## config.mk

```make
export PLATFORM = sky130hd
export DESIGN_NAME = fq_flash_host
export DESIGN_NICKNAME = d
export VERILOG_FILES = /design/src/hw/fq_pkg.sv /design/src/hw/fq_bus_cycle.sv /design/src/hw/fq_flash_host.sv
export SDC_FILE = /design/constraint.sdc
export NUM_CORES = 1
export LEC_CHECK = 0
export ABC_AREA = 0
export CAP_MARGIN = 20
export CORE_MARGIN = 1
export CORE_UTILIZATION = 35
export DETAILED_ROUTE_END_ITERATION = 8
export DONT_BUFFER_PORTS = 1
export GPL_TIMING_DRIVEN = 1
export SYNTH_ARGS = -nofsm -noshare
export SYNTH_HDL_FRONTEND = slang
export SYNTH_SLANG_ARGS = --single-unit
```

## constraint.sdc

```tcl
create_clock -name clock_in -period 4.85 [get_ports clock_in]
set_input_delay 0.2425 -clock clock_in [delete_from_list [all_inputs] [get_ports clock_in]]
set_output_delay 0.2425 -clock clock_in [all_outputs]
set_load 0.1 [all_outputs]
```

## src/hw/fq_pkg.sv

```systemverilog
// Shared constants and types for the flash query and extra-block host controller
package fq_pkg;
  // Bus widths
  localparam int ADDR_W = 24;
  localparam int DATA_W = 16;
  // Software register byte offsets
  localparam logic [7:0] REG_ADDR = 8'h00;
  localparam logic [7:0] REG_WDATA = 8'h04;
  localparam logic [7:0] REG_CMD = 8'h08;
  localparam logic [7:0] REG_STATUS = 8'h0C;
  localparam logic [7:0] REG_RDATA = 8'h10;
  localparam logic [7:0] REG_CONFIG = 8'h14;
  // Operation codes written to the command register
  localparam logic [3:0] OP_WRITE = 4'h1;
  localparam logic [3:0] OP_READ = 4'h2;
  localparam logic [3:0] OP_QUERY = 4'h3;
  localparam logic [3:0] OP_BUF_BEGIN = 4'h4;
  localparam logic [3:0] OP_LOAD = 4'h5;
  localparam logic [3:0] OP_POLL = 4'h6;
  localparam logic [3:0] OP_EXIT_EXT = 4'h7;
  localparam logic [3:0] OP_RESET = 4'h8;
  localparam logic [3:0] OP_ABORT_RESET = 4'h9;
  // Command register fields
  localparam int CMD_OP_LSB = 0;
  localparam int CMD_ENH_BIT = 8;
  // Status register bits
  localparam int ST_BUSY_BIT = 0;
  localparam int ST_DONE_BIT = 1;
  localparam int ST_FAIL_BIT = 2;
  localparam int ST_ABORT_BIT = 3;
  localparam int ST_ADDR_ERR_BIT = 4;
  // Config register bit and reset value
  localparam int CFG_BYTE_BIT = 0;
  localparam logic CFG_BYTE_RESET = 1'b0;
  // Status word bits read back from the flash during polling
  localparam int POLL_BIT = 7;
  localparam int ERR_BIT = 5;
  localparam int ABORT_BIT = 1;
  // Buffer page and block sizes as address bit counts (words)
  localparam int PAGE_BITS = 5;
  localparam int BLOCK_BITS = 16;
  // Command data and unlock addresses, word offsets
  localparam logic [ADDR_W-1:0] UNLOCK1_ADDR = 24'h000555;
  localparam logic [ADDR_W-1:0] UNLOCK2_ADDR = 24'h0002AA;
  localparam logic [DATA_W-1:0] UNLOCK1_DATA = 16'h00AA;
  localparam logic [DATA_W-1:0] UNLOCK2_DATA = 16'h0055;
  localparam logic [DATA_W-1:0] RESET_DATA = 16'h00F0;
  localparam logic [DATA_W-1:0] EXIT1_DATA = 16'h0090;
  localparam logic [DATA_W-1:0] EXIT2_DATA = 16'h0000;
  // Timing: clock period and flash strobe times
  localparam int CLK_PERIOD_PS = 25000;
  localparam int T_ACCESS_NS = 70;
  localparam int T_WP_NS = 35;
  localparam int T_REC_NS = 20;
  localparam int ACCESS_CYC = (T_ACCESS_NS * 1000 + CLK_PERIOD_PS - 1) / CLK_PERIOD_PS;
  localparam int WP_CYC = (T_WP_NS * 1000 + CLK_PERIOD_PS - 1) / CLK_PERIOD_PS;
  localparam int REC_CYC = (T_REC_NS * 1000 + CLK_PERIOD_PS - 1) / CLK_PERIOD_PS;
  // One flash bus step of a command script
  typedef struct packed {
    logic last;
    logic we;
    logic [ADDR_W-1:0] addr;
    logic [DATA_W-1:0] data;
  } fq_step_t;
endpackage

```

## src/hw/fq_bus_cycle.sv

```systemverilog
// Single asynchronous flash read or write cycle generator
`timescale 1ns/1ps
module fq_bus_cycle (
  input wire logic clock_in,
  input wire logic rst_n_in,
  input wire logic start_in,
  input wire logic we_in,
  input wire logic [23:0] addr_in,
  input wire logic [15:0] wdata_in,
  input wire logic [15:0] dq_in,
  output logic done_out,
  output logic [15:0] rdata_out,
  output logic ce_n_out,
  output logic oe_n_out,
  output logic we_n_out,
  output logic [23:0] addr_out,
  output logic [15:0] dq_out,
  output logic dq_oe_out
);
  typedef enum logic [1:0] {CY_IDLE, CY_ACT, CY_REC} fq_cy_t;
  fq_cy_t state_r; // Cycle phase
  logic [3:0] cnt_r; // Cycles left in phase

  // Strobe sequencing: assert, hold for access or pulse time, recover
  always_ff @(posedge clock_in)
  begin
    if (!rst_n_in)
    begin
      state_r <= CY_IDLE;
      cnt_r <= 4'h0;
      done_out <= 1'b0;
      rdata_out <= 16'h0000;
      ce_n_out <= 1'b1;
      oe_n_out <= 1'b1;
      we_n_out <= 1'b1;
      addr_out <= 24'h000000;
      dq_out <= 16'h0000;
      dq_oe_out <= 1'b0;
    end
    else
    begin
      done_out <= 1'b0;
      unique case (state_r)
        CY_IDLE:
        begin
          // Launch a cycle; address and data stay stable throughout
          if (start_in)
          begin
            addr_out <= addr_in;
            dq_out <= wdata_in;
            dq_oe_out <= we_in;
            ce_n_out <= 1'b0;
            we_n_out <= !we_in;
            oe_n_out <= we_in;
            cnt_r <= we_in ? 4'(fq_pkg::WP_CYC - 1) : 4'(fq_pkg::ACCESS_CYC - 1);
            state_r <= CY_ACT;
          end
        end
        CY_ACT:
        begin
          // Sample read data at the end of access time
          if (cnt_r == 4'h0)
          begin
            rdata_out <= dq_in;
            ce_n_out <= 1'b1;
            oe_n_out <= 1'b1;
            we_n_out <= 1'b1;
            cnt_r <= 4'(fq_pkg::REC_CYC - 1);
            state_r <= CY_REC;
          end
          else
          begin
            cnt_r <= cnt_r - 4'h1;
          end
        end
        CY_REC:
        begin
          // Data held one recovery period past the write strobe
          if (cnt_r == 4'h0)
          begin
            dq_oe_out <= 1'b0;
            done_out <= 1'b1;
            state_r <= CY_IDLE;
          end
          else
          begin
            cnt_r <= cnt_r - 4'h1;
          end
        end
      endcase
    end
  end
endmodule

```

## src/hw/fq_flash_host.sv

```systemverilog
// Wishbone-driven host controller for flash query, extra block and buffered program
`timescale 1ns/1ps
// Functional notes
// - Host exits extended mode after programming.
// - Buffer data addresses stay in one page; checked only in non-enhanced mode, enhanced loads check consecutive order.
// - Enhanced load starts at block offset zero, consecutive.
// - Error gets reset; abort gets abort-and-reset.
// - After error flag, re-read the polling bit.
module fq_flash_host (
  input wire logic clock_in,
  input wire logic rst_n_in,
  input wire logic wb_cyc_in,
  input wire logic wb_stb_in,
  input wire logic wb_we_in,
  input wire logic [7:0] wb_adr_in,
  input wire logic [3:0] wb_sel_in,
  input wire logic [31:0] wb_dat_in,
  output logic [31:0] wb_dat_out,
  output logic wb_ack_out,
  output logic flash_ce_n_out,
  output logic flash_oe_n_out,
  output logic flash_we_n_out,
  output logic [23:0] flash_addr_out,
  input wire logic [15:0] flash_dq_in,
  output logic [15:0] flash_dq_out,
  output logic flash_dq_oe_out,
  output logic flash_byte_n_out
);
  typedef enum logic [1:0] {ST_IDLE, ST_ISSUE, ST_WAIT} fq_state_t;

  fq_state_t state_r; // Sequencer state
  logic [23:0] addr_r; // Software target address
  logic [15:0] wdata_r; // Software write data
  logic [15:0] rdata_r; // Last read result
  logic cfg_byte_r; // Eight-bit bus mode
  logic [3:0] op_r; // Operation in progress
  logic [1:0] step_r; // Step within a script
  logic done_r, fail_r, abort_r, addr_err_r; // Sticky status
  logic repoll_r; // Second status read pending
  logic abort_seen_r; // Abort flag caused the re-read
  logic exp_poll_r; // Expected poll bit of last loaded data
  logic enh_r; // Enhanced buffered program in use
  logic [23:0] page_base_r; // Word index of buffer start
  logic [23:0] next_idx_r; // Next expected enhanced word index
  logic eng_start_r; // Launch pulse to cycle engine
  logic eng_done; // Cycle engine finished
  logic [15:0] eng_rdata; // Raw data from the flash
  fq_pkg::fq_step_t step; // Current script step
  logic [23:0] widx; // Word index of the target address
  logic load_ok; // Target address legal for buffer load
  logic cmd_wr, st_wr, wb_hit;

  // Merge byte lanes of a write into an existing value
  function automatic logic [31:0] fq_merge(input logic [31:0] old_v, input logic [31:0] new_v,
                                           input logic [3:0] sel);
    logic [31:0] res;
    res = old_v;
    for (int i = 0; i < 4; i++)
    begin
      if (sel[i])
      begin
        res[i*8 +: 8] = new_v[i*8 +: 8];
      end
    end
    return res;
  endfunction

  // Word offsets scale to byte offsets on an eight-bit bus
  function automatic logic [23:0] fq_scale(input logic [23:0] off, input logic byte_mode);
    return byte_mode ? {off[22:0], 1'b0} : off;
  endfunction

  // Flash bus steps of each operation
  function automatic fq_pkg::fq_step_t fq_script(input logic [3:0] op, input logic [1:0] stp,
                                                 input logic [23:0] a, input logic [15:0] d,
                                                 input logic bm);
    fq_pkg::fq_step_t s;
    s = '{last: 1'b1, we: 1'b0, addr: a, data: 16'h0000};
    unique case (op)
      fq_pkg::OP_WRITE, fq_pkg::OP_LOAD: s = '{last: 1'b1, we: 1'b1, addr: a, data: d};
      fq_pkg::OP_QUERY: s.addr = fq_scale(a, bm);
      fq_pkg::OP_RESET: s = '{last: 1'b1, we: 1'b1, addr: 24'h000000, data: fq_pkg::RESET_DATA};
      fq_pkg::OP_EXIT_EXT, fq_pkg::OP_ABORT_RESET:
      begin
        s.we = 1'b1;
        s.last = 1'b0;
        unique case (stp)
          2'h0: {s.addr, s.data} = {fq_scale(fq_pkg::UNLOCK1_ADDR, bm), fq_pkg::UNLOCK1_DATA};
          2'h1: {s.addr, s.data} = {fq_scale(fq_pkg::UNLOCK2_ADDR, bm), fq_pkg::UNLOCK2_DATA};
          2'h2:
          begin
            s.addr = fq_scale(fq_pkg::UNLOCK1_ADDR, bm);
            s.data = (op == fq_pkg::OP_EXIT_EXT) ? fq_pkg::EXIT1_DATA : fq_pkg::RESET_DATA;
            s.last = (op == fq_pkg::OP_ABORT_RESET);
          end
          2'h3: {s.last, s.addr, s.data} = {1'b1, 24'h000000, fq_pkg::EXIT2_DATA};
        endcase
      end
      default: s.we = 1'b0;
    endcase
    return s;
  endfunction

  // Current step, word index and buffer-load legality
  always_comb
  begin
    step = fq_script(op_r, step_r, addr_r, wdata_r, cfg_byte_r);
    widx = cfg_byte_r ? {1'b0, addr_r[23:1]} : addr_r;
    load_ok = enh_r ? (widx == next_idx_r)
                    : (widx[23:fq_pkg::PAGE_BITS] == page_base_r[23:fq_pkg::PAGE_BITS]);
  end

  assign wb_hit = wb_cyc_in && wb_stb_in && !wb_ack_out;
  assign cmd_wr = wb_hit && wb_we_in && (wb_adr_in == fq_pkg::REG_CMD) && wb_sel_in[0] && (state_r == ST_IDLE);
  assign st_wr = wb_hit && wb_we_in && (wb_adr_in == fq_pkg::REG_STATUS) && wb_sel_in[0];

  // Wishbone slave: one-cycle ack, read mux, unmapped reads as zero
  always_ff @(posedge clock_in)
  begin
    if (!rst_n_in)
    begin
      wb_ack_out <= 1'b0;
      wb_dat_out <= 32'h00000000;
    end
    else
    begin
      wb_ack_out <= wb_hit;
      unique case (wb_adr_in)
        fq_pkg::REG_ADDR: wb_dat_out <= {8'h00, addr_r};
        fq_pkg::REG_WDATA: wb_dat_out <= {16'h0000, wdata_r};
        fq_pkg::REG_STATUS: wb_dat_out <= {27'h0000000, addr_err_r, abort_r, fail_r, done_r, state_r != ST_IDLE};
        fq_pkg::REG_RDATA: wb_dat_out <= {16'h0000, rdata_r};
        fq_pkg::REG_CONFIG: wb_dat_out <= {31'h00000000, cfg_byte_r};
        default: wb_dat_out <= 32'h00000000;
      endcase
    end
  end

  // Plain software registers
  always_ff @(posedge clock_in)
  begin
    if (!rst_n_in)
    begin
      addr_r <= 24'h000000;
      wdata_r <= 16'h0000;
      cfg_byte_r <= fq_pkg::CFG_BYTE_RESET;
      flash_byte_n_out <= 1'b1;
    end
    else
    begin
      // Target registers are not changed while an operation runs
      if (wb_hit && wb_we_in && state_r == ST_IDLE)
      begin
        if (wb_adr_in == fq_pkg::REG_ADDR)
          addr_r <= 24'(fq_merge({8'h00, addr_r}, wb_dat_in, wb_sel_in));
        if (wb_adr_in == fq_pkg::REG_WDATA)
          wdata_r <= 16'(fq_merge({16'h0000, wdata_r}, wb_dat_in, wb_sel_in));
        if (wb_adr_in == fq_pkg::REG_CONFIG)
          cfg_byte_r <= wb_sel_in[0] ? wb_dat_in[fq_pkg::CFG_BYTE_BIT] : cfg_byte_r;
      end
      flash_byte_n_out <= !cfg_byte_r;
    end
  end

  // Operation sequencer with buffered-program status handling
  always_ff @(posedge clock_in)
  begin
    if (!rst_n_in)
    begin
      state_r <= ST_IDLE;
      op_r <= 4'h0;
      step_r <= 2'h0;
      {done_r, fail_r, abort_r, addr_err_r} <= 4'h0;
      {repoll_r, abort_seen_r, exp_poll_r, enh_r, eng_start_r} <= 5'h00;
      page_base_r <= 24'h000000;
      next_idx_r <= 24'h000000;
      rdata_r <= 16'h0000;
    end
    else
    begin
      eng_start_r <= 1'b0;
      // Write-one-to-clear of sticky bits; hardware sets below win
      if (st_wr)
      begin
        done_r <= done_r & !wb_dat_in[fq_pkg::ST_DONE_BIT];
        fail_r <= fail_r & !wb_dat_in[fq_pkg::ST_FAIL_BIT];
        abort_r <= abort_r & !wb_dat_in[fq_pkg::ST_ABORT_BIT];
        addr_err_r <= addr_err_r & !wb_dat_in[fq_pkg::ST_ADDR_ERR_BIT];
      end
      unique case (state_r)
        ST_IDLE:
        begin
          // A new command clears the outcome of the previous one
          if (cmd_wr)
          begin
            op_r <= wb_dat_in[fq_pkg::CMD_OP_LSB +: 4];
            step_r <= 2'h0;
            repoll_r <= 1'b0;
            {done_r, fail_r, abort_r, addr_err_r} <= 4'h0;
            if (wb_dat_in[fq_pkg::CMD_OP_LSB +: 4] == fq_pkg::OP_BUF_BEGIN)
            begin
              // Enhanced program starts at offset zero of the block
              enh_r <= wb_dat_in[fq_pkg::CMD_ENH_BIT];
              page_base_r <= widx;
              next_idx_r <= {widx[23:fq_pkg::BLOCK_BITS], 16'h0000};
              done_r <= 1'b1;
            end
            else
            begin
              state_r <= ST_ISSUE;
            end
          end
        end
        ST_ISSUE:
        begin
          // Illegal buffer addresses never reach the flash
          if (op_r == fq_pkg::OP_LOAD && !load_ok)
          begin
            addr_err_r <= 1'b1;
            done_r <= 1'b1;
            state_r <= ST_IDLE;
          end
          else
          begin
            if (op_r == fq_pkg::OP_LOAD)
            begin
              exp_poll_r <= wdata_r[fq_pkg::POLL_BIT];
              next_idx_r <= widx + 24'h000001;
            end
            eng_start_r <= 1'b1;
            state_r <= ST_WAIT;
          end
        end
        ST_WAIT:
        begin
          if (eng_done)
          begin
            // Query data sits on the low byte lane only
            rdata_r <= (op_r == fq_pkg::OP_QUERY) ? {8'h00, eng_rdata[7:0]} : eng_rdata;
            if (op_r == fq_pkg::OP_POLL)
            begin
              if (eng_rdata[fq_pkg::POLL_BIT] == exp_poll_r)
              begin
                done_r <= 1'b1;
                state_r <= ST_IDLE;
              end
              else if (repoll_r)
              begin
                // Confirmed failure: recover with the matching reset
                fail_r <= !abort_seen_r;
                abort_r <= abort_seen_r;
                op_r <= abort_seen_r ? fq_pkg::OP_ABORT_RESET : fq_pkg::OP_RESET;
                step_r <= 2'h0;
                state_r <= ST_ISSUE;
              end
              else
              begin
                // Flags may rise together with the poll bit: read again
                if (eng_rdata[fq_pkg::ERR_BIT] || eng_rdata[fq_pkg::ABORT_BIT])
                begin
                  repoll_r <= 1'b1;
                  abort_seen_r <= !eng_rdata[fq_pkg::ERR_BIT];
                end
                state_r <= ST_ISSUE;
              end
            end
            else if (step.last)
            begin
              done_r <= 1'b1;
              state_r <= ST_IDLE;
            end
            else
            begin
              step_r <= step_r + 2'h1;
              state_r <= ST_ISSUE;
            end
          end
        end
      endcase
    end
  end

  fq_bus_cycle u_cycle (
    .clock_in(clock_in),
    .rst_n_in(rst_n_in),
    .start_in(eng_start_r),
    .we_in(step.we),
    .addr_in(step.addr),
    .wdata_in(step.data),
    .dq_in(flash_dq_in),
    .done_out(eng_done),
    .rdata_out(eng_rdata),
    .ce_n_out(flash_ce_n_out),
    .oe_n_out(flash_oe_n_out),
    .we_n_out(flash_we_n_out),
    .addr_out(flash_addr_out),
    .dq_out(flash_dq_out),
    .dq_oe_out(flash_dq_oe_out)
  );

  a_poll_reread: assert property (@(posedge clock_in) disable iff (!rst_n_in)
    (state_r == ST_WAIT && eng_done && op_r == fq_pkg::OP_POLL && !repoll_r
     && eng_rdata[7] != exp_poll_r && eng_rdata[5]) |=> (state_r == ST_ISSUE && repoll_r) ##1 eng_start_r)
    else $error("error flag not followed by a second status read");
  a_fail_reset: assert property (@(posedge clock_in) disable iff (!rst_n_in)
    (state_r == ST_WAIT && eng_done && op_r == fq_pkg::OP_POLL && repoll_r && !abort_seen_r
     && eng_rdata[7] != exp_poll_r) |=> (op_r == fq_pkg::OP_RESET && fail_r) ##[1:3] !flash_we_n_out)
    else $error("failed program not followed by plain reset");
  a_abort_reset: assert property (@(posedge clock_in) disable iff (!rst_n_in)
    (state_r == ST_WAIT && eng_done && op_r == fq_pkg::OP_POLL && repoll_r && abort_seen_r
     && eng_rdata[7] != exp_poll_r) |=> op_r == fq_pkg::OP_ABORT_RESET && abort_r && !fail_r)
    else $error("aborted program not followed by abort reset");
  a_page_refuse: assert property (@(posedge clock_in) disable iff (!rst_n_in)
    (state_r == ST_ISSUE && op_r == fq_pkg::OP_LOAD && !enh_r
     && widx[23:5] != page_base_r[23:5]) |=> !eng_start_r && addr_err_r && state_r == ST_IDLE)
    else $error("load outside buffer page reached the flash");
  a_enh_consec: assert property (@(posedge clock_in) disable iff (!rst_n_in)
    (state_r == ST_ISSUE && op_r == fq_pkg::OP_LOAD && enh_r && load_ok)
     |=> next_idx_r == $past(widx) + 24'h000001 && eng_start_r)
    else $error("enhanced load address not advanced by one");
  a_exit_done: assert property (@(posedge clock_in) disable iff (!rst_n_in)
    (state_r == ST_WAIT && eng_done && op_r == fq_pkg::OP_EXIT_EXT && step_r == 2'h3)
     |=> state_r == ST_IDLE && done_r && $past(step.data) == 16'h0000)
    else $error("exit from extended mode did not end on its last write");
  a_ack_pulse: assert property (@(posedge clock_in) disable iff (!rst_n_in)
    wb_ack_out |=> !wb_ack_out)
    else $error("bus ack held longer than one cycle");
endmodule

```

# ---- Word level (Yosys, flattened, before mapping)
# Cells that the tools add are included.
# W data, S select, Z words.
dict set report word_totals {
  regBits 223
  latchBits 0
  ramBits 0
  rom_bits 0
  input_bits 65
  word_cells 235
  memories 0
}
dict set report classes {
  n_addsub 3
  n_mul 0
  div_mod_pow 0
  order_cmp 0
  eq_ne 39
  shifts 0
  muxes 95
  bitwise_logic 7
  n_reduce_logical 57
}
# operator count
set op_table {}
lappend op_table {{$pmux W40 S4} 1}
lappend op_table {{$mux W24} 6}
lappend op_table {{$pmux W24 S5} 1}
lappend op_table {{$pmux W24 S3} 1}
lappend op_table {{$pmux W16 S3} 1}
lappend op_table {{$pmux W24 S2} 1}
lappend op_table {{$mux W1} 42}
lappend op_table {{$reduce_and A3 Y1} 12}
lappend op_table {{$mux W4} 8}
lappend op_table {{$mux W2} 15}
lappend op_table {{$add A24 B1 Y24 const B} 1}
lappend op_table {{$eq A24 B24 Y1} 1}
lappend op_table {{$eq A19 B19 Y1} 1}
lappend op_table {{$ne A2 B2 Y1 const B} 9}
lappend op_table {{$pmux W1 S2} 9}
lappend op_table {{$reduce_and A6 Y1} 3}
lappend op_table {{$eq A4 B3 Y1 const B} 4}
lappend op_table {{$eq A8 B4 Y1 const B} 2}
lappend op_table {{$eq A8 B5 Y1 const B} 2}
lappend op_table {{$mux W16} 1}
lappend op_table {{$mux W12} 1}
lappend op_table {{$pmux W2 S3} 2}
lappend op_table {{$pmux W4 S3} 1}
lappend op_table {{$reduce_and A2 Y1} 6}
lappend op_table {{28 further kinds} 70}

# ---- Longest topological paths before layout
# Gate-level depths: netlist of run 1.
dict set report depth {
  depth_word 11
  ltp_mapped 11
  depth_no_buf 9
}

# ---- By module
# Synthesis of run 1 repeated with hierarchy kept, for this count alone.
dict set report unflattened {
  hier_cells 1327
  area_unflattened_um2 11003.1
}
# mod instances cells_each area_each_um2
set modules_own_cells {}
lappend modules_own_cells {fq_flash_host 1 1004 8404.3}
lappend modules_own_cells {fq_bus_cycle 1 323 2598.7}

# ---- Worst setup path before layout of run 1
# No wires, ideal clock.
dict set report synth_path {
  path_kind {flip-flop to flip-flop}
  from {register wb_ack_out}
  to {register next_idx_r[10]}
  t_arrival_ps 2583
  setup_slack_ps 2195
  stages_incl_launch_ff 10
  period_less_slack_ps 2655
  cell_sequence {dfxtp_1 and4b_1 and3_1 clkbuf_1 nand3_1 a21o_1 o32ai_2 nor2_2 buf_6 mux2i_1}
}
dict set report synth_via {
  elab_chain_cells 8
}
# item line
set synth_rtl {}
lappend synth_rtl {{start, declared} fq_flash_host.sv:19} ;# output logic wb_ack_out,
lappend synth_rtl {{start signal, assigned} fq_flash_host.sv:127} ;# wb_ack_out <= wb_hit;
lappend synth_rtl {{$logic_not A1 Y1} fq_flash_host.sv:113} ;# assign wb_hit = wb_cyc_in && wb_stb_in && !wb_ack_out;
lappend synth_rtl {{$logic_and A1 B1 Y1} fq_flash_host.sv:113}
lappend synth_rtl {{$logic_and A1 B1 Y1 (4 in series)} fq_flash_host.sv:114} ;# assign cmd_wr = wb_hit && wb_we_in && (wb_adr_in == fq_pkg::REG_CMD) && wb_sel_in[0] && (state_r == ST_IDLE);
lappend synth_rtl {{$ne A2 B2 Y1 (no source line)} n/a}
lappend synth_rtl {{$reduce_and A5 Y1 (no source line)} n/a}
lappend synth_rtl {{end signal, assigned} fq_flash_host.sv:205} ;# next_idx_r <= {widx[23:fq_pkg::BLOCK_BITS], 16'h0000};
lappend synth_rtl {{end signal, assigned} fq_flash_host.sv:228} ;# next_idx_r <= widx + 24'h000001;
lappend synth_rtl {{end, declared} fq_flash_host.sv:44} ;# logic [23:0] next_idx_r;
# Every way passes these cells.
# A chain may end at the register's enable or synchronous reset.

# ---- Worst setup path in the final report of run 1
dict set report layout_path {
  from {register cfg_byte_r}
  to {register next_idx_r[15]}
}
dict set report layout_via {
  elab_chain_cells 7
  word_cells_on_any_way 12
}
# item line
set layout_rtl {}
lappend layout_rtl {{start, declared} fq_flash_host.sv:35} ;# logic cfg_byte_r;
lappend layout_rtl {{start signal, assigned} fq_flash_host.sv:146} ;# cfg_byte_r <= fq_pkg::CFG_BYTE_RESET;
lappend layout_rtl {{start signal, assigned} fq_flash_host.sv:159} ;# cfg_byte_r <= wb_sel_in[0] ? wb_dat_in[fq_pkg::CFG_BYTE_BIT] : cfg_byte_r;
lappend layout_rtl {{$mux W24 (*)} fq_flash_host.sv:108} ;# widx = cfg_byte_r ? {1'b0, addr_r[23:1]} : addr_r;
lappend layout_rtl {{parallel branches: the longest is 6 deep, another holds $add A24 B1 Y24} n/a}
# Every way passes the cells marked *. The select of a mux whose other input is x is not followed.

==> qor.yml, run 1 <==
grt_pass1_vias: 8389
hold_path_class: "input port to flop"
clk_pin_slew_ns: 0.06
synth_seq_cells: 210
grt_max_degree: 87
clockRootBuffer: "clkbuf_16"
total_leakage_power_nw: 4.22
ir_worst_vdd_v: 0.000374
outcome: "completed"
period_needed_ns: 3.52
cts.sinks: 210
postCtsResizedCells: 0
antenna_cells: 0
drtAntennaViolNets: 0
finalCritPeriodShare_pct: 72.5
setup-tns-final_ns: 0
use_met3_pct: 3.44
cts_buffer_depth: 3
first_pass_iters: 5
grt_pass1_wl_microns: 47900
crit_cells: 9
cts_made_buffers: 24
mostFrequentLayoutCells: "dfxtp_1, nor2_1, nand2_1"
mostFrequentLayoutCell: "dfxtp_1"
htreeDepth: 1
tightest_slew_ns: 1.08
portBuffers: 0
drtIter0Drc: 790
skew_ns: 0.0330
synth_edf_count: 0
cp_max_fo: 26
grt-ovfl-total: 0
area_growth_pct: 13.6
fin_cells: 1616
ys_types: 71
die_width_microns: 174
postSynthCellCount: 1222
core_sq_um: 28900
path_delay_family: "simple AND/OR/NAND/NOR gates"
rows: 62
clkLatencyLatePin_ns: 0.54
syn-cell-area_sq_um: 10300
yosys_warnings: 0
slew_headroom_pct: 27.9
setup_viol: 0
finalNetCount: 1295
grt-busiest-layer: "met2"
rsz0062_at_grt: "no"
initial_core_util_pct: 35.8
die_h_microns: 174
worst-path-buf-inv: 2
startpoint_type: "flop"
critPathArrivalTime_ns: 3.97
dp_hpwl_microns: 20900
via_count: 8713
final_max_slew_viol_count: 0
num-fill-cells: 2962
async_flop_share_pct: 0
final_core_util_pct: 40.7
seq_area_frac_synth_pct: 40.7
grtUsageTotal_pct: 19.9
holdPathStages: 4
antenna_found_initial: 0
finalHoldViolations: 0
path_class: "flop to flop"
routed_wl_microns: 30500
multiInputGateArea_sq_um: 5630
synth_ff_type: "dfxtp_1"
reg2reg_depth: 9
use_met1_pct: 26.4
power_density_nw_per_um2: 359
regArea_sq_um: 4210
required_ns: 5.30
gp_congestion: 0.890
drive_above_1_share_pct: 6.33
ios: 143
dpl_cell_area_sq_um: 10500
final_area_sq_um: 11700
wl_per_cell_microns: 18.9
worstPathCellList: "buf_4 > mux2i_1 > xnor2_1 > nor4_1 > nand4_1 > nor3_2 > nor2_2 > buf_4 > mux2i_1"
cp_slowest_stage_delay_ns: 0.65
power_w: 0.00421
cpMaxStageDelayCell: "dfxtp_2"
vias_per_cell: 5.39
fmax_mhz: 284
cts_tree: "yes"
worstSetupEndpointType: "flop"
drc: 0
grt_util_met2_pct: 32.9
place_inst: 1530
dieArea_sq_um: 30200
syn_avg_cell_area_sq_um: 8.46
cap_violations: 0
cell families after synthesis:
family          synth area share (%)
other cells                   0.0363
compound gates                  15.1
simple gates                    20.1
fa+ha+maj                       1.57
buf+inv                         5.24
mux                             12.2
xor+xnor                        5.08
flops                           40.7
worst min-delay path: cells and delay by family:
family             cells  cell delay [ns]
and+or+nand+nor        2             0.15
muxes                  1             0.06
AOI/OAI and AO/OA      1             0.05
flip-flops by register name, summed over array words and instances (netlist names), 2 cells and up:
| signal | flops |
|---|---|
| next_idx_r | 24 |
| page_base_r | 19 |
| step_r | 2 |
| state_r | 2 |
| rdata_r | 16 |
| u_cycle.rdata_out | 16 |
| u_cycle.addr_out | 24 |
| op_r | 4 |
| u_cycle.state_r | 2 |
| u_cycle.dq_out | 16 |
| u_cycle.cnt_r | 4 |
| wb_dat_out | 24 |
| wdata_r | 16 |
| addr_r | 24 |
Yosys cell counts, types with 6 or more instances:
| library cell | instances | share of area [%] |
|---|---|---|
| a22oi_1 | 19 | 1.4 |
| nor2b_1 | 13 | 0.79 |
| nor3_1 | 26 | 1.3 |
| nor4_1 | 9 | 0.54 |
| mux2i_1 | 109 | 11 |
| a21oi_1 | 73 | 3.5 |
| ha_1 | 13 | 1.6 |
| nand2_1 | 145 | 5.3 |
| a221oi_1 | 23 | 1.9 |
| and2_1 | 14 | 0.85 |
| a31oi_1 | 9 | 0.54 |
| o21ai_0 | 49 | 2.4 |
| or3_1 | 6 | 0.36 |
| inv_1 | 22 | 0.80 |
| xnor2_1 | 48 | 4.1 |
| nand3_1 | 30 | 1.5 |
| and3_1 | 6 | 0.36 |
| dfxtp_1 | 210 | 41 |
| clkbuf_1 | 73 | 2.7 |
| a211oi_1 | 21 | 1.5 |
| nand4_1 | 10 | 0.61 |
| nor2_1 | 174 | 6.3 |
| xor2_1 | 12 | 1.0 |
| buf_4 | 8 | 0.58 |
| nand2b_1 | 10 | 0.61 |
metrics by stage:
stage / setup WS (ns) / hold WS (ns)
floorplan: 2.20 / 0.378
global placement: 1.39 / 0.336
detailed placement: 1.35 / 0.339
CTS: 1.32 / 0.000683
global route: 1.04 / 0.0265
finish: 1.33 / 0.0108
power by group:
part	internal (W)	leakage [nW]	switching, W
combinational	0.000130	2.14	0.000256
clock	0.00106	0.383	0.000744
sequential	0.00179	1.69	0.000228
total	0.00298	4.22	0.00123
repair_timing:
action | 4_1_cts | 5_1_grt
hold endpoints to repair | 124 | 0
hold buffers | 45 | 0
buffers inserted | 0 | 0
endpoints found under the setup margin | 0 | 0
per-layer routing:
metal | wire (microns) | vias up
met5 | 0 | -
met4 | 862 | 0
met2 | 14200 | 269
met1 | 13500 | 4155
li1 | - | 4237
met3 | 1900 | 52
area by class of cell:
class,count,area share [%]
Multi-Input combinational cell,901,47.9
Inverter,22,0.724
Clock buffer,32,5.62
Tap cell,384,4.09
Sequential cell,210,35.8
Timing Repair Buffer,58,4.81
Clock inverter,9,1.04
final timing paths:
check	startpoint	end	slack, ns
max reg2reg	cfg_byte_r	next_idx_r[15]	1.33
min reg2reg	u_cycle.rdata_out[3]	rdata_r[3]	0.45
min	wb_adr_in[4]	wb_dat_out[9]	0.01
max	cfg_byte_r	next_idx_r[15]	1.33
(Power assumes the default switching activity.)
==> inputs of run 2 (changes only) <==
clock period = 3.4 ns   (was 4.85 ns; I/O delays follow)
==> qor.yml, run 2 (synthesized netlist as in run 1, its figures left out) <==
mostFrequentLayoutCell: "dfxtp_1"
finalHoldViolations: 0
drtIter0Drc: 599
rsz0062_at_grt: "no"
grt_pass1_vias: 8364
crit_start: "cfg_byte_r"
dieArea_sq_um: 30200
grt_pass1_wl_microns: 48000
fmax_mhz: 345
period_needed_ns: 2.90
die_width_microns: 174
clockRootBuffer: "clkbuf_16"
required_ns: 3.80
clkLatencyLatePin_ns: 0.53
drtAntennaViolNets: 0
total_leakage_power_nw: 4.33
startpoint_type: "flop"
finalCritPeriodShare_pct: 85.3
outcome: "completed"
antenna_cells: 0
portBuffers: 0
cts_buffer_depth: 3
tightest_slew_ns: 1.05
num-fill-cells: 2935
first_pass_iters: 5
cp_max_fo: 30
r2r_slack_ns: 0.50
grt_max_degree: 92
rows: 62
power_density_nw_per_um2: 501
finalNetCount: 1315
skew_ns: 0.0157
postCtsResizedCells: 0
ios: 143
initial_core_util_pct: 35.8
post_cts_buffers: 0
critPathArrivalTime_ns: 3.30
final_core_util_pct: 41.3
dp_hpwl_microns: 21400
wl_per_cell_microns: 18.7
use_met3_pct: 4.39
cts_hold_buffers: 47
cts.sinks: 210
grt-busiest-layer: "met2"
ir_worst_vdd_v: 0.000364
clk_pin_slew_ns: 0.06
mostFrequentLayoutCells: "dfxtp_1, nor2_1, nand2_1"
gp_congestion: 0.853
cts_made_buffers: 23
cap_violations: 0
die_h_microns: 174
setup-tns-final_ns: 0
grt-ovfl-total: 0
grtUsageTotal_pct: 19.8
use_met1_pct: 26.3
setup_viol: 0
vias_per_cell: 5.37
reg2reg_depth: 9
worstSetupEndpointType: "flop"
final_max_slew_viol_count: 0
core_sq_um: 28900
timing.rr.end: "next_idx_r[10]"
slew_headroom_pct: 29.6
drc: 0
timing.rr.start: "cfg_byte_r"
antenna_found_initial: 0
cts_tree: "yes"
area_growth_pct: 15.4
via_count: 8792
hold_path_class: "input port to flop"
routed_wl_microns: 30600
path_class: "flop to flop"
crit_end: "next_idx_r[10]"
drive_above_1_share_pct: 7.74
htreeDepth: 1
grt_util_met2_pct: 31.4
==> run 2: changes by cell type in the layout (fill, tap and decap cells not counted), sizes merged <==
| cell | delta |
|---|---|
| buf | +19 |
| dlygate4sd3 | +2 |
| clkinvlp | -1 |
| inv | +1 |
==> run 2: critical path, cell delays in order (launching register included) <==
cell and delay [ns]:
dfxtp_2 0.68, buf_12 0.29, mux2i_1 0.24, xor2_1 0.24
nand3_1 0.11, or4_1 0.45, o32ai_2 0.33, nor2_2 0.08
buf_12 0.19, mux2i_1 0.14
==> run 2: final cells by class <==
cell class                 count  area, sq um  share of cell area, %
clock inverter                 9          114                  0.955
timing repair buffer          79          766                   6.42
multi-input combinational    901         5630                   47.2
sequential                   210         4210                   35.3
tap                          384          480                   4.03
inverter                      22         85.1                  0.713
clock buffer                  32          649                   5.44
==> run 2: power breakdown <==
part	total, W	switching (W)	internal, W
logic	0.000567	0.000373	0.000195
clock network	0.00253	0.00104	0.00149
registers	0.00288	0.000327	0.00255
total	0.00598	0.00174	0.00424
==> run 2: layer usage <==
layer  part of all wire, %  vias to the layer above
met2                    45                      291
met5                     0                        -
met4                   3.4                        0
met1                    44                     4154
met3                   7.0                       64
li1                      -                     4283
==> run 2: stage by stage <==
step           area (sq um)  hold slack (ns)  instances  setup slack (ns)  power (W)
2_1_floorplan         10400            0.306       1229             0.745    0.00332
3_3_place_gp          10700            0.261       1549             0.546    0.00341
3_5_place_dp          10700            0.256       1549             0.492    0.00342
4_1_cts               11900          0.00252       1637             0.483    0.00603
5_1_grt               11900           0.0268       1637             0.242    0.00621
6_report              11900           0.0116       1637             0.500    0.00598
==> run 2: worst min-delay path by stage <==
stage	startpoint	endpoint	slack, ns	depth (start not counted)
finish	wb_adr_in[4]	wb_dat_out[6]	0.01	4
global route	wb_adr_in[4]	wb_dat_out[6]	0.03	4
CTS	wb_adr_in[4]	wb_dat_out[6]	0.003	4
detailed placement	rst_n_in	flash_byte_n_out	0.26	1
global placement	rst_n_in	u_cycle.we_n_out	0.26	1
floorplan	flash_dq_in[0]	u_cycle.rdata_out[0]	0.31	2
